## config.mk

```make
export PLATFORM = sky130hd
export DESIGN_NAME = fault_status_regs
export DESIGN_NICKNAME = d
export VERILOG_FILES = /design/src/fault_status_pkg.sv /design/src/sync2.sv /design/src/fault_status_regs.sv
export VERILOG_INCLUDE_DIRS = /design/src
export SDC_FILE = /design/constraint.sdc
export NUM_CORES = 1
export LEC_CHECK = 0
export BUFFER_PORTS_ARGS = -buffer_cell sky130_fd_sc_hd__buf_2
export CAP_MARGIN = 20
export CORE_MARGIN = 3
export CORE_UTILIZATION = 40
export DETAILED_ROUTE_END_ITERATION = 8
export GPL_ROUTABILITY_DRIVEN = 0
export HOLD_SLACK_MARGIN = 0.12
export PLACE_DENSITY_LB_ADDON = 0.15
export REMOVE_ABC_BUFFERS = 1
export SLEW_MARGIN = 15
export SYNTH_ARGS = -nofsm -noshare
export SYNTH_HDL_FRONTEND = slang
export SYNTH_SLANG_ARGS = --single-unit
```

## constraint.sdc

```tcl
create_clock -name clk -period 1.15 [get_ports clk]
set_input_delay 0.0575 -clock clk [delete_from_list [all_inputs] [get_ports clk]]
set_output_delay 0.0575 -clock clk [all_outputs]
set_load 0.01 [all_outputs]
```

## src/fault_status_params.svh

```systemverilog
// Constants for the fault status reporting block
`ifndef FAULT_STATUS_PARAMS_SVH
`define FAULT_STATUS_PARAMS_SVH

// ----------------------------------------------------------------
// Register selectors on the command port
// ----------------------------------------------------------------
`define SEL_CONDITION 3'h0
`define SEL_EVENT 3'h1
`define SEL_ENABLE_MASK 3'h2
`define SEL_FALLING_FILTER 3'h3
`define SEL_RISING_FILTER 3'h4
`define SEL_ERROR 3'h5

// ----------------------------------------------------------------
// Fault condition bit positions
// ----------------------------------------------------------------
`define BIT_INNER_ACDC 0
`define BIT_INNER_DCDC 1
`define BIT_OVERPOWER 2
`define BIT_OVERTEMP 3
`define BIT_OUTPUT_SHORT 4
`define BIT_FAN 5
`define BIT_OVERCURRENT 6
`define BIT_LINE_INPUT 7
`define BIT_OUTPUT_OVERVOLTAGE 8
`define FAULT_BITS 9

// ----------------------------------------------------------------
// Reset values
// ----------------------------------------------------------------
`define RST_ENABLE_MASK 16'h0000
`define RST_FALLING_FILTER 16'h0000
`define RST_RISING_FILTER 9'h1FF

`endif

```

## src/fault_status_pkg.sv

```systemverilog
// Types shared by the fault status reporting block
`default_nettype none
package fault_status_pkg;

    typedef enum logic [2:0] {
        ERR_NONE = 3'b000,
        ERR_DATA_FORMAT = 3'b001,
        ERR_DATA_RANGE = 3'b010,
        ERR_TOO_MANY = 3'b011,
        ERR_EXECUTION = 3'b100
    } parser_error_t;

    typedef enum logic [0:0] {
        PANEL_LOCAL = 1'b0,
        PANEL_REMOTE = 1'b1
    } panel_state_t;

endpackage
`default_nettype wire

```

## src/sync2.sv

```systemverilog
// Two flip-flop synchroniser for a group of pin levels
`timescale 1ns/10ps
`default_nettype none
module sync2 #(
    parameter int WIDTH = 1,
    parameter logic [WIDTH-1:0] INIT = '0
) (
    // Clock and reset
    input wire logic clk,
    input wire logic rst_n,
    // Levels
    input wire logic [WIDTH-1:0] async_in,
    output logic [WIDTH-1:0] sync_out
);

    logic [WIDTH-1:0] meta_r;

    always_ff @(posedge clk) begin
        if (!rst_n) begin
            meta_r <= INIT;
            sync_out <= INIT;
        end else begin
            meta_r <= async_in;
            sync_out <= meta_r;
        end
    end

endmodule
`default_nettype wire

```

## src/fault_status_regs.sv

```systemverilog
// Fault status registers, parser error report, panel lockout and rear TTL signals
`timescale 1ns/10ps
`default_nettype none
`include "fault_status_params.svh"
module fault_status_regs
    import fault_status_pkg::*;
(
    // Clock and reset
    input wire logic clk,
    input wire logic rst_n,
    // Fault sources from the power stages (asynchronous)
    input wire logic output_overvoltage_fault,
    input wire logic line_input_fault,
    input wire logic overcurrent_fault,
    input wire logic fan_fault,
    input wire logic output_short_fault,
    input wire logic overtemp_fault,
    input wire logic overpower_fault,
    input wire logic inner_dcdc_stage_fault,
    input wire logic inner_acdc_stage_fault,
    // Command port from the text parser
    input wire logic cmd_write,
    input wire logic cmd_read,
    input wire logic [2:0] cmd_sel,
    input wire logic [15:0] cmd_wdata,
    output logic [15:0] cmd_rdata,
    output logic cmd_rvalid,
    // Parser error report
    input wire logic parser_error_valid,
    input wire parser_error_t parser_error_code,
    // Panel lockout commands
    input wire logic go_local_command,
    input wire logic go_remote_command,
    input wire logic cmd_from_serial,
    input wire logic [7:0] panel_keys,
    input wire logic [2:0] page_exit_key_index,
    output logic [7:0] panel_keys_accepted,
    output logic remote_state,
    // Status byte summary
    input wire logic summary_enable,
    output logic fault_summary_bit,
    // Output stage
    input wire logic output_request,
    input wire logic output_delivering,
    output logic output_enable,
    // Rear TTL pins
    input wire logic remote_inhibit_n,
    output logic output_on_indicator,
    output logic fault_out_n
);

    // ----------------------------------------------------------------
    // Pin synchronisation
    // ----------------------------------------------------------------
    logic [`FAULT_BITS-1:0] fault_raw;
    logic [`FAULT_BITS-1:0] fault_sync;
    logic inhibit_n_sync;

    assign fault_raw[`BIT_OUTPUT_OVERVOLTAGE] = output_overvoltage_fault;
    assign fault_raw[`BIT_LINE_INPUT] = line_input_fault;
    assign fault_raw[`BIT_OVERCURRENT] = overcurrent_fault;
    assign fault_raw[`BIT_FAN] = fan_fault;
    assign fault_raw[`BIT_OUTPUT_SHORT] = output_short_fault;
    assign fault_raw[`BIT_OVERTEMP] = overtemp_fault;
    assign fault_raw[`BIT_OVERPOWER] = overpower_fault;
    assign fault_raw[`BIT_INNER_DCDC] = inner_dcdc_stage_fault;
    assign fault_raw[`BIT_INNER_ACDC] = inner_acdc_stage_fault;

    sync2 #(.WIDTH(`FAULT_BITS), .INIT('0)) fault_sync_u (
        .clk(clk),
        .rst_n(rst_n),
        .async_in(fault_raw),
        .sync_out(fault_sync)
    );

    // Inhibit idles released so a reset never looks like an inhibit pulse
    sync2 #(.WIDTH(1), .INIT(1'b1)) inhibit_sync_u (
        .clk(clk),
        .rst_n(rst_n),
        .async_in(remote_inhibit_n),
        .sync_out(inhibit_n_sync)
    );

    // ----------------------------------------------------------------
    // Condition, filters and event accumulation
    // ----------------------------------------------------------------
    logic [`FAULT_BITS-1:0] condition_r;
    logic [`FAULT_BITS-1:0] event_r;
    logic [`FAULT_BITS-1:0] event_nxt;
    logic [15:0] enable_mask_r;
    logic [15:0] falling_filter_r;
    logic [8:0] rising_filter_r;
    logic [`FAULT_BITS-1:0] rise_seen;
    logic [`FAULT_BITS-1:0] fall_seen;
    logic [`FAULT_BITS-1:0] passed_edges;
    logic [15:0] condition_word;
    logic [15:0] event_word;
    logic event_read;

    // Condition register follows the synchronised sources every cycle
    assign condition_word = {7'h00, condition_r};
    assign event_word = {7'h00, event_r};

    assign rise_seen = fault_sync & ~condition_r;
    assign fall_seen = ~fault_sync & condition_r;
    // Either filter alone or both together pass their edge; both zero pass nothing
    assign passed_edges = (rise_seen & rising_filter_r)
                        | (fall_seen & falling_filter_r[`FAULT_BITS-1:0]);

    assign event_read = cmd_read && (cmd_sel == `SEL_EVENT);
    // An edge landing in the reading cycle survives the clear
    assign event_nxt = (event_read ? '0 : event_r) | passed_edges;

    always_ff @(posedge clk) begin
        if (!rst_n) begin
            condition_r <= '0;
            event_r <= '0;
        end else begin
            condition_r <= fault_sync;
            event_r <= event_nxt;
        end
    end

    // ----------------------------------------------------------------
    // Host writable registers
    // ----------------------------------------------------------------
    logic wr_enable_mask;
    logic wr_falling;
    logic wr_rising;

    assign wr_enable_mask = cmd_write && (cmd_sel == `SEL_ENABLE_MASK);
    assign wr_falling = cmd_write && (cmd_sel == `SEL_FALLING_FILTER);
    assign wr_rising = cmd_write && (cmd_sel == `SEL_RISING_FILTER);

    always_ff @(posedge clk) begin
        if (!rst_n) begin
            enable_mask_r <= `RST_ENABLE_MASK;
            falling_filter_r <= `RST_FALLING_FILTER;
            rising_filter_r <= `RST_RISING_FILTER;
        end else begin
            if (wr_enable_mask) begin
                enable_mask_r <= cmd_wdata;
            end
            if (wr_falling) begin
                falling_filter_r <= cmd_wdata;
            end
            // Upper bits beyond 511 are dropped; the parser flags range errors
            if (wr_rising) begin
                rising_filter_r <= cmd_wdata[8:0];
            end
        end
    end

    // ----------------------------------------------------------------
    // Summary bit
    // ----------------------------------------------------------------
    logic masked_events;

    assign masked_events = |(event_word & enable_mask_r);

    always_ff @(posedge clk) begin
        if (!rst_n) begin
            fault_summary_bit <= 1'b0;
        end else begin
            fault_summary_bit <= summary_enable && masked_events;
        end
    end

    // ----------------------------------------------------------------
    // Parser error report
    // ----------------------------------------------------------------
    parser_error_t last_error_r;

    // Reading the error hands back the latest code and returns to no error unless a new code arrives in that cycle
    always_ff @(posedge clk) begin
        if (!rst_n) begin
            last_error_r <= ERR_NONE;
        end else if (parser_error_valid) begin
            last_error_r <= parser_error_code;
        end else if (cmd_read && (cmd_sel == `SEL_ERROR)) begin
            last_error_r <= ERR_NONE;
        end
    end

    // ----------------------------------------------------------------
    // Read path
    // ----------------------------------------------------------------
    logic [15:0] read_mux;

    always_comb begin
        read_mux = 16'h0000;
        unique case (cmd_sel)
            `SEL_CONDITION: read_mux = condition_word;
            `SEL_EVENT: read_mux = event_word;
            `SEL_ENABLE_MASK: read_mux = enable_mask_r;
            `SEL_FALLING_FILTER: read_mux = falling_filter_r;
            `SEL_RISING_FILTER: read_mux = {7'h00, rising_filter_r};
            `SEL_ERROR: read_mux = {13'h0000, last_error_r};
            default: read_mux = 16'h0000;
        endcase
    end

    always_ff @(posedge clk) begin
        if (!rst_n) begin
            cmd_rdata <= 16'h0000;
            cmd_rvalid <= 1'b0;
        end else begin
            cmd_rvalid <= cmd_read;
            if (cmd_read) begin
                cmd_rdata <= read_mux;
            end
        end
    end

    // ----------------------------------------------------------------
    // Front panel lockout
    // ----------------------------------------------------------------
    panel_state_t panel_r;
    logic local_taken;
    logic remote_taken;
    logic [7:0] page_exit_mask;

    // Commands arriving over any other path are ignored
    assign local_taken = go_local_command && cmd_from_serial;
    assign remote_taken = go_remote_command && cmd_from_serial;

    always_ff @(posedge clk) begin
        if (!rst_n) begin
            panel_r <= PANEL_LOCAL;
        end else if (local_taken) begin
            panel_r <= PANEL_LOCAL;
        end else if (remote_taken) begin
            panel_r <= PANEL_REMOTE;
        end
    end

    assign remote_state = (panel_r == PANEL_REMOTE);
    assign page_exit_mask = 8'h01 << page_exit_key_index;
    assign panel_keys_accepted = remote_state ? (panel_keys & page_exit_mask) : panel_keys;

    // ----------------------------------------------------------------
    // Output control and rear TTL pins
    // ----------------------------------------------------------------
    logic protection_active;

    assign protection_active = |condition_r;

    always_ff @(posedge clk) begin
        if (!rst_n) begin
            output_enable <= 1'b0;
            output_on_indicator <= 1'b0;
            fault_out_n <= 1'b1;
        end else begin
            // Inhibit drops the output three clocks after its pin, protection four clocks after a fault pin
            output_enable <= output_request && inhibit_n_sync && !protection_active;
            output_on_indicator <= output_delivering;
            fault_out_n <= !protection_active;
        end
    end

endmodule
`default_nettype wire

```

; ---- Word-level counts from Yosys, hierarchy flattened
; Index checks and enable logic that the tools add are counted.
[op_classes]
n_eq_ne = 5
n_shift = 1
n_mux = 5
bitwise = 11
n_reduce_logical = 16
[ops]
columns = op, count
row1 = $pmux 16 s6, 1
row2 = $and 9x9->9, 4
row3 = $not 9->9, 2
row4 = $or 9x9->9, 2
row5 = $and 9x16->16, 1
row6 = $reduce_or 16->1, 1
row7 = $logic_and 1x1->1, 10
row8 = $mux 9, 1
row9 = $reduce_or 9->1, 1
row10 = $and 8x8->8, 1
row11 = $mux 8, 1
row12 = $shl 1x3->8 const A, 1
row13 = $eq 3x2->1 const B, 2
row14 = $eq 3x3->1 const B, 2
row15 = $mux 3, 2
row16 = $eq 3x1->1 const B, 1
row17 = $logic_not 3->1, 1
row18 = $reduce_bool 2->1, 1
row19 = $reduce_or 2->1, 1
row20 = $logic_not 1->1, 1
row21 = $not 1->1, 1
[totals]
register_bits = 104
in_bits = 54
wordCells = 55

; ---- Longest topological paths before layout
; Gate-level depths: netlist of run 1.
[depth]
word_depth = 5
mapped_depth = 8

; ---- Hierarchy
; From an unflattened synthesis of run 1, not the netlist that was laid out.
[hier_totals]
hier_cells = 483
area_unflattened_um2 = 4326.6
[modules_own_cells]
columns = module, n_inst, cells_each, area_per_inst_um2
row1 = fault_status_regs, 1, 442, 3772.4
row2 = sync2 (fault_sync_u), 1, 37, 501.7
row3 = sync2 (inhibit_sync_u), 1, 4, 52.6

; ---- Worst setup path after synthesis of run 1
; Ideal clock, no wire load.
[synth_timing]
kind = input to register
start = input port cmd_sel[1]
end = register falling_filter_r[15]
setup_time_ns = 0.118
arrival_ns = 0.942
t_required_ns = 1.032
path_slack_ns = 0.090
cell_stages = 8
n_path_buf = 4
cell_sequence = buf_6 -> nor2b_4 -> buf_6 -> and3_1 -> buf_6 -> buf_8 -> nand2_1 -> a21boi_2
[synth_via]
elab_chain_len = 2
[synth_rtl]
columns = item, line
row1 = from (decl), fault_status_regs.sv:24  ; input wire logic [2:0] cmd_sel,
row2 = $eq 3x2->1, n/a
row3 = $logic_and 1x1->1, fault_status_regs.sv:132  ; assign wr_falling = cmd_write && (cmd_sel == `SEL_FALLING_FILTER);
row4 = to (signal assigned), fault_status_regs.sv:138  ; falling_filter_r <= `RST_FALLING_FILTER;
row5 = to (signal assigned), fault_status_regs.sv:145  ; falling_filter_r <= cmd_wdata;
row6 = to (decl), fault_status_regs.sv:91  ; logic [15:0] falling_filter_r;
; No other way between the ends.
; A chain may end at the register's enable or synchronous reset.

; ---- Worst setup path in the final report of run 1
[layout_timing]
start = register panel_r, in the netlist remote_state
end = output port panel_keys_accepted[4]
[layout_via]
elab_chain_len = 1
[layout_rtl]
columns = item, line
row1 = from (decl), fault_status_regs.sv:218  ; panel_state_t panel_r;
row2 = from (signal assigned), fault_status_regs.sv:229  ; panel_r <= PANEL_LOCAL;
row3 = from (signal assigned), fault_status_regs.sv:231  ; panel_r <= PANEL_LOCAL;
row4 = from (signal assigned), fault_status_regs.sv:233  ; panel_r <= PANEL_REMOTE;
row5 = $mux 8, fault_status_regs.sv:239  ; assign panel_keys_accepted = remote_state ? (panel_keys & page_exit_mask) : panel_keys;
row6 = to (decl), fault_status_regs.sv:37  ; output logic [7:0] panel_keys_accepted,
; No other way between the ends.

==> flow_summary.ini, run 1 <==
[cells_and_area]
drive_above_1_share = 0.2688
syn2layout_area_growth_pct = 30.85
num_antenna_cells = 0
fin_area_sq_um = 5715
final_nets = 690
final_util = 0.5463

[clock_network]
clk_pin_slew_ns = 0.09
clock_latency_ns = 0.37
cts_root_buffer = clkbuf_8
cts.sinks = 104
clock_tree.buffer_depth = 2
cts.htree.levels = 3
cts_buffers = 9
cts_tree = yes

[critical_path]
path_cells = buf_6 -> a21boi_1 -> buf_2
crit_path_max_fanout = 6
cp.required_ns = 1.09
critPathBufInv = 2
worstSetupPathType = reg2out
cpPeakStageDelay_ns = 0.38
critPathArrivalTime_ns = 1.12
endpoint_kind = primary output
path_delay_family = flip-flops
crit_slowest_cell = dfxtp_4
cp-start-kind = flip-flop

[power]
p_leak_nw = 2.354
power_frac_seq = 0.574
power_density_nw_per_um2 = 1161
switchingPower_mw = 1.677
switching_share = 0.2527
vdd_drop_max_mv = 0.7880
power_mw = 6.637
p_int_mw = 4.960
combPwrFrac = 0.133
p_clk_frac = 0.293

[yosys]
synth_xor_area_frac = 0
ys_seq_area_frac = 0.4767
synth_enable_flop_cells = 0
synth_top_family_by_area = simple AND/OR/NAND/NOR gates
syn_area_sq_um = 4368
synth_fa_ha_area_frac = 0
synth_warnings = 0
yosys_register_bits = 104
avgSynthCellArea_sq_um = 8.914
yosys.area.top_type = dfxtp_1
synth_compound_area_frac = 0.1733
synth_top_area_frac = 0.4767
dominantRegCellSynth = dfxtp_1
synth_cells = 490
synth.distinct_cells = 46
async_flop_share = 0
synthTopCellsByArea = dfxtp_1 48%, nand2_1 9.6%, and2_1 5.7%, a21boi_0 4.5%, mux2i_1 3.2%
muxShareOfSynthArea = 0.04497
synth-simple-area-share = 0.2544

[grt]
grt_start_max_net_pins = 67
grt_pass1_wl_mm = 19.42
grt_usage = 0.1958
grt-ovfl-total = 0
grt_pass1_vias = 3795
antenna_found_initial = 0

[detailed_routing]
ant_nets = 0
route.detailed.drc = 0
drt-total-wl_mm = 11.63
vias = 3896
drt_iter0_markers = 230
routedWlPerCell_um = 14.98
vias_per_cell = 5.021
first_pass_iters = 5

[floorplanning]
rows = 37
io_pins = 84
dieHeight_um = 110.5
start_util = 0.4175
design.die.area_sq_um = 12210
fp.dieW_um = 110.5
core-area_sq_um = 10460

[sta]
timing_hold_violations_final = 0
whs_ns = 0.1976
post-route-period-util = 1.022
worstMarginPinSlew_ns = 0.3692
finClkSkew_ns = 0.006271
max_freq_ghz = 0.8509
setup_tns_ns = -0.07568
layout_setup_ws_ns = -0.02518
setup_viol = 4
period_minus_slack_ns = 1.175
rsz0062_at_grt = true
max_slew_margin = 0.7539
slew_violations = 0

[status]
violations = setup timing
status = complete, but fails checks

[placement]
dp_hpwl_mm = 8.095
portBuffers = 83
placed_area_sq_um = 5106

[hold_path]
min-delay-path-class = in2reg

[job]
maxCapViolCount = 0
-- flip-flops by register name (all words and copies together), names as in the netlist, 3 cells and up --
name	cells
falling_filter_r	16
enable_mask_r	16
fault_sync_u.meta_r	9
last_error_r	3
cmd_rdata	16
event_r	9
fault_sync_u.sync_out	9
condition_r	9
rising_filter_r	9
-- worst reg2reg max path: stages (launching register included) --
cell      delay (ns)
dfxtp_2         0.35
mux2i_1         0.07
or3_1           0.30
o2111a_1        0.16
nor3_2          0.14
-- worst paths after layout --
kind	from	endpoint	slack, ns	depth (start not counted)
max	remote_state$_SDFFE_PP0P_	panel_keys_accepted[4]	-0.03	3
max reg2reg	event_r[5]$_SDFF_PN0_	cmd_rdata[5]$_SDFFE_PN0P_	0.07	4
min	cmd_read	cmd_rvalid$_SDFF_PN0_	0.20	3
min reg2reg	inhibit_sync_u.sync_out$_SDFF_PN1_	output_enable$_SDFF_PN0_	0.42	2
-- placed cells by master, fill, tap and decap left out, drive strengths merged, types with 13 or more instances in the layout --
| cell | n |
|---|---|
| nand3 | 19 |
| nor2b | 16 |
| a21boi | 37 |
| a21oi | 13 |
| and2 | 40 |
| clkbuf | 13 |
| dfxtp | 104 |
| nand2 | 112 |
| dlygate4sd3 | 37 |
| mux2i | 14 |
| o21ai | 16 |
| buf | 126 |
-- metrics by stage --
step,std cells,setup slack [ns]
6_report,776,-0.02518
2_1_floorplan,460,0.1178
5_1_grt,776,-0.09085
3_5_place_dp,721,-0.1066
4_1_cts,774,-0.04922
3_3_place_gp,721,-0.08094
-- what timing repair did --
item	4_1_cts	5_1_grt
pin swaps	1	1
hold buffers	37	0
gates resized for setup	10	12
hold endpoints to repair	58	0
setup endpoints to repair	10	15
buffers inserted	1	1
gates cloned	0	1
-- cell families after synthesis --
kind of cell,after synthesis
DFF,104
and+or+nand+nor,224
muxes,19
buffers and inverters,39
AOI/OAI and AO/OA,104
-- Yosys cell counts, types with 5 or more instances --
| cell | count |
|---|---|
| nand3_1 | 18 |
| mux2i_1 | 14 |
| a21oi_1 | 13 |
| clkbuf_1 | 14 |
| a21boi_0 | 26 |
| a31oi_1 | 5 |
| buf_6 | 6 |
| and2_1 | 40 |
| nor2_1 | 8 |
| o22ai_1 | 7 |
| nor2b_1 | 15 |
| a22oi_1 | 7 |
| a21boi_2 | 10 |
| nand3b_1 | 12 |
| dfxtp_1 | 104 |
| inv_1 | 9 |
| o21ai_0 | 16 |
| buf_2 | 6 |
| nand2_1 | 112 |
| mux2_2 | 5 |
-- metal layers --
layer | global-route usage | vias up | wire (um)
met5 | 0 | - | 0
met4 | 0.04762 | 0 | 132
met3 | 0.05041 | 9 | 705
li1 | - | 1961 | -
met2 | 0.3285 | 110 | 5438
met1 | 0.2519 | 1816 | 5348
-- power by group through the flow --
stage	clock, mW	combinational, mW	sequential [mW]
after global routing	2.17	0.974	3.83
after CTS	2.03	0.859	3.81
after global placement	0	0.740	3.89
after floorplan	0	0.310	3.89
after detailed placement	0	0.752	3.89
final	1.95	0.879	3.81
-- cell type report --
class                           instances  area, sq um
Fill cell                            1020         4747
Timing Repair Buffer                  165         1172
Tap cell                              136        170.2
Inverter                                9        33.78
Clock inverter                          4        22.52
Multi-Input combinational cell        347         2092
Sequential cell                       104         2093
Clock buffer                           11        131.4
Power figures use the tool's default switching activity.
==> run 2: changes to the inputs <==
--- a/config.mk
+++ b/config.mk
@@ -13,7 +13,7 @@
 export DETAILED_ROUTE_END_ITERATION = 8
 export GPL_ROUTABILITY_DRIVEN = 0
 export HOLD_SLACK_MARGIN = 0.12
-export PLACE_DENSITY_LB_ADDON = 0.15
+export PLACE_DENSITY = 0.62
 export REMOVE_ABC_BUFFERS = 1
 export SLEW_MARGIN = 15
 export SYNTH_ARGS = -nofsm -noshare
==> flow_summary.ini, run 2 (same netlist as run 1, synthesis figures left out) <==
[cells_and_area]
drive_above_1_share = 0.2778
num_antenna_cells = 0
final_nets = 697
final_common_cell = nand2_1
reg_top3 = cmd_rdata: 16 flops, enable_mask_r: 16 flops, falling_filter_r: 16 flops
final_cell_mix = 112 x nand2_1, 99 x dfxtp_1, 82 x buf_2
syn2layout_area_growth_pct = 33.86
multiInputGateArea_sq_um = 2101
regArea_sq_um = 2091
fillers = 968

[sta]
max_slew_margin = 0.6795
finClkSkew_ns = 0.009021
setup_tns_ns = -0.07334
period_minus_slack_ns = 1.177
post-route-period-util = 1.023
whs_ns = 0.1454
max_freq_ghz = 0.8499
layout_setup_ws_ns = -0.02668
setup_viol = 4
rsz0062_at_grt = true
timing_hold_violations_final = 0
worstMarginPinSlew_ns = 0.4807
slew_violations = 0

[floorplanning]
fp.dieW_um = 110.5
io_pins = 84
start_util = 0.4175
dieHeight_um = 110.5
core-area_sq_um = 10460
design.die.area_sq_um = 12210
rows = 37

[critical_path]
worstSetupPathType = reg2out
crit_slowest_cell = dfxtp_4
critPathArrivalTime_ns = 1.12
endpoint_kind = primary output
cp-start-kind = flip-flop
path_cells = buf_6 -> a21boi_1 -> buf_2
cp.required_ns = 1.09
rrSetupSlack_ns = 0.02
crit_path_max_fanout = 6
critPathBufInv = 2
path_delay_family = flip-flops
cpPeakStageDelay_ns = 0.38

[grt]
grt_start_max_net_pins = 29
grt_pass1_vias = 3883
grt_usage = 0.1950
use_met3 = 0.04055
busiest_layer = met2
grt_pass1_wl_mm = 19.40
grt-ovfl-total = 0
antenna_found_initial = 0
use_met1 = 0.2509
grtUsageMet2 = 0.3256

[detailed_routing]
routedWlPerCell_um = 15.14
route.detailed.drc = 0
ant_nets = 0
drt-total-wl_mm = 11.87
first_pass_iters = 4
vias_per_cell = 5.004
vias = 3923
drt_iter0_markers = 206

[hold_path]
min-delay-path-class = in2reg

[power]
power_density_nw_per_um2 = 1229
vdd_drop_max_mv = 0.7802
p_leak_nw = 2.413

[clock_network]
cts.htree.levels = 3
cts_buffers = 9
clock_tree.buffer_depth = 2
cts.sinks = 104
clk_pin_slew_ns = 0.10
cts_tree = yes
cts_root_buffer = clkbuf_8
clock_latency_ns = 0.37

[status]
status = complete, but fails checks
violations = setup timing

[job]
maxCapViolCount = 0

[placement]
portBuffers = 83
dp_hpwl_mm = 8.535
## run 2: cell count changes in the layout (fill, tap and decap cells not counted), moves of 2 or more
cell	before	now
a21boi_2	10	12
clkinv_2	3	1
buf_12	2	4
bufinv_16	0	2
dfxtp_2	6	4
buf_4	41	46
dfxtp_1	97	99
a21boi_1	4	2
## run 2: cell type report
cell class | instances | share of cell area
clock inverters | 5 | 0.01391
clock buffers | 11 | 0.02247
well taps | 136 | 0.02910
repair buffers | 172 | 0.2119
inverters | 9 | 0.005778
multi-input cells | 347 | 0.3593
flip-flops and latches | 104 | 0.3576
## run 2: per-layer routing
metal  routed length, um  up-vias
li1                    -     1977
met1                5360     1821
met2                5631      112
met3                 637       13
met4                 238        0
met5                   0        -
## run 2: where the power goes
| group | leakage, nW | internal [mW] | switching [mW] | total (mW) |
|---|---|---|---|---|
| Sequential | 0.852 | 3.73 | 0.0860 | 3.82 |
| Clock | 0.104 | 1.23 | 1.24 | 2.47 |
| Combinational | 1.46 | 0.483 | 0.421 | 0.905 |
| Total | 2.41 | 5.44 | 1.74 | 7.19 |
## run 2: tightest hold or removal path: stages
cell and delay [ns]:
buf_2 0.13, buf_12 0.18, a31oi_1 0.09
## run 2: through the flow
step	utilization	instances	power, mW	setup WS (ns)	cell area, sq um
finish	0.5588	784	7.186	-0.02668	5847
global placement	0.4962	729	4.660	-0.1263	5191
global route	0.5588	784	7.521	-0.09147	5847
detailed placement	0.4962	729	4.675	-0.1362	5191
CTS	0.5550	784	7.223	-0.04248	5807
floorplan	-	460	4.195	0.1178	4180
## run 2: path summary, 6_finish.rpt
kind                                              to  cells after the start                              from
setup reg to reg        fault_summary_bit$_SDFF_PN0_                      2             event_r[2]$_SDFF_PN0_
setup / recovery              panel_keys_accepted[4]                      3         remote_state$_SDFFE_PP0P_
hold reg to reg   inhibit_sync_u.sync_out$_SDFF_PN1_                      1  inhibit_sync_u.meta_r$_SDFF_PN1_
hold / removal             cmd_rdata[8]$_SDFFE_PN0P_                      3                          cmd_read
## run 2: repair_timing
action | CTS | global route
gates resized for setup | 11 | 12
hold buffers | 38 | 0
pin swaps | 2 | 9
endpoints found under the setup margin | 10 | 12
buffers inserted | 1 | 0
hold endpoints to repair | 59 | 0
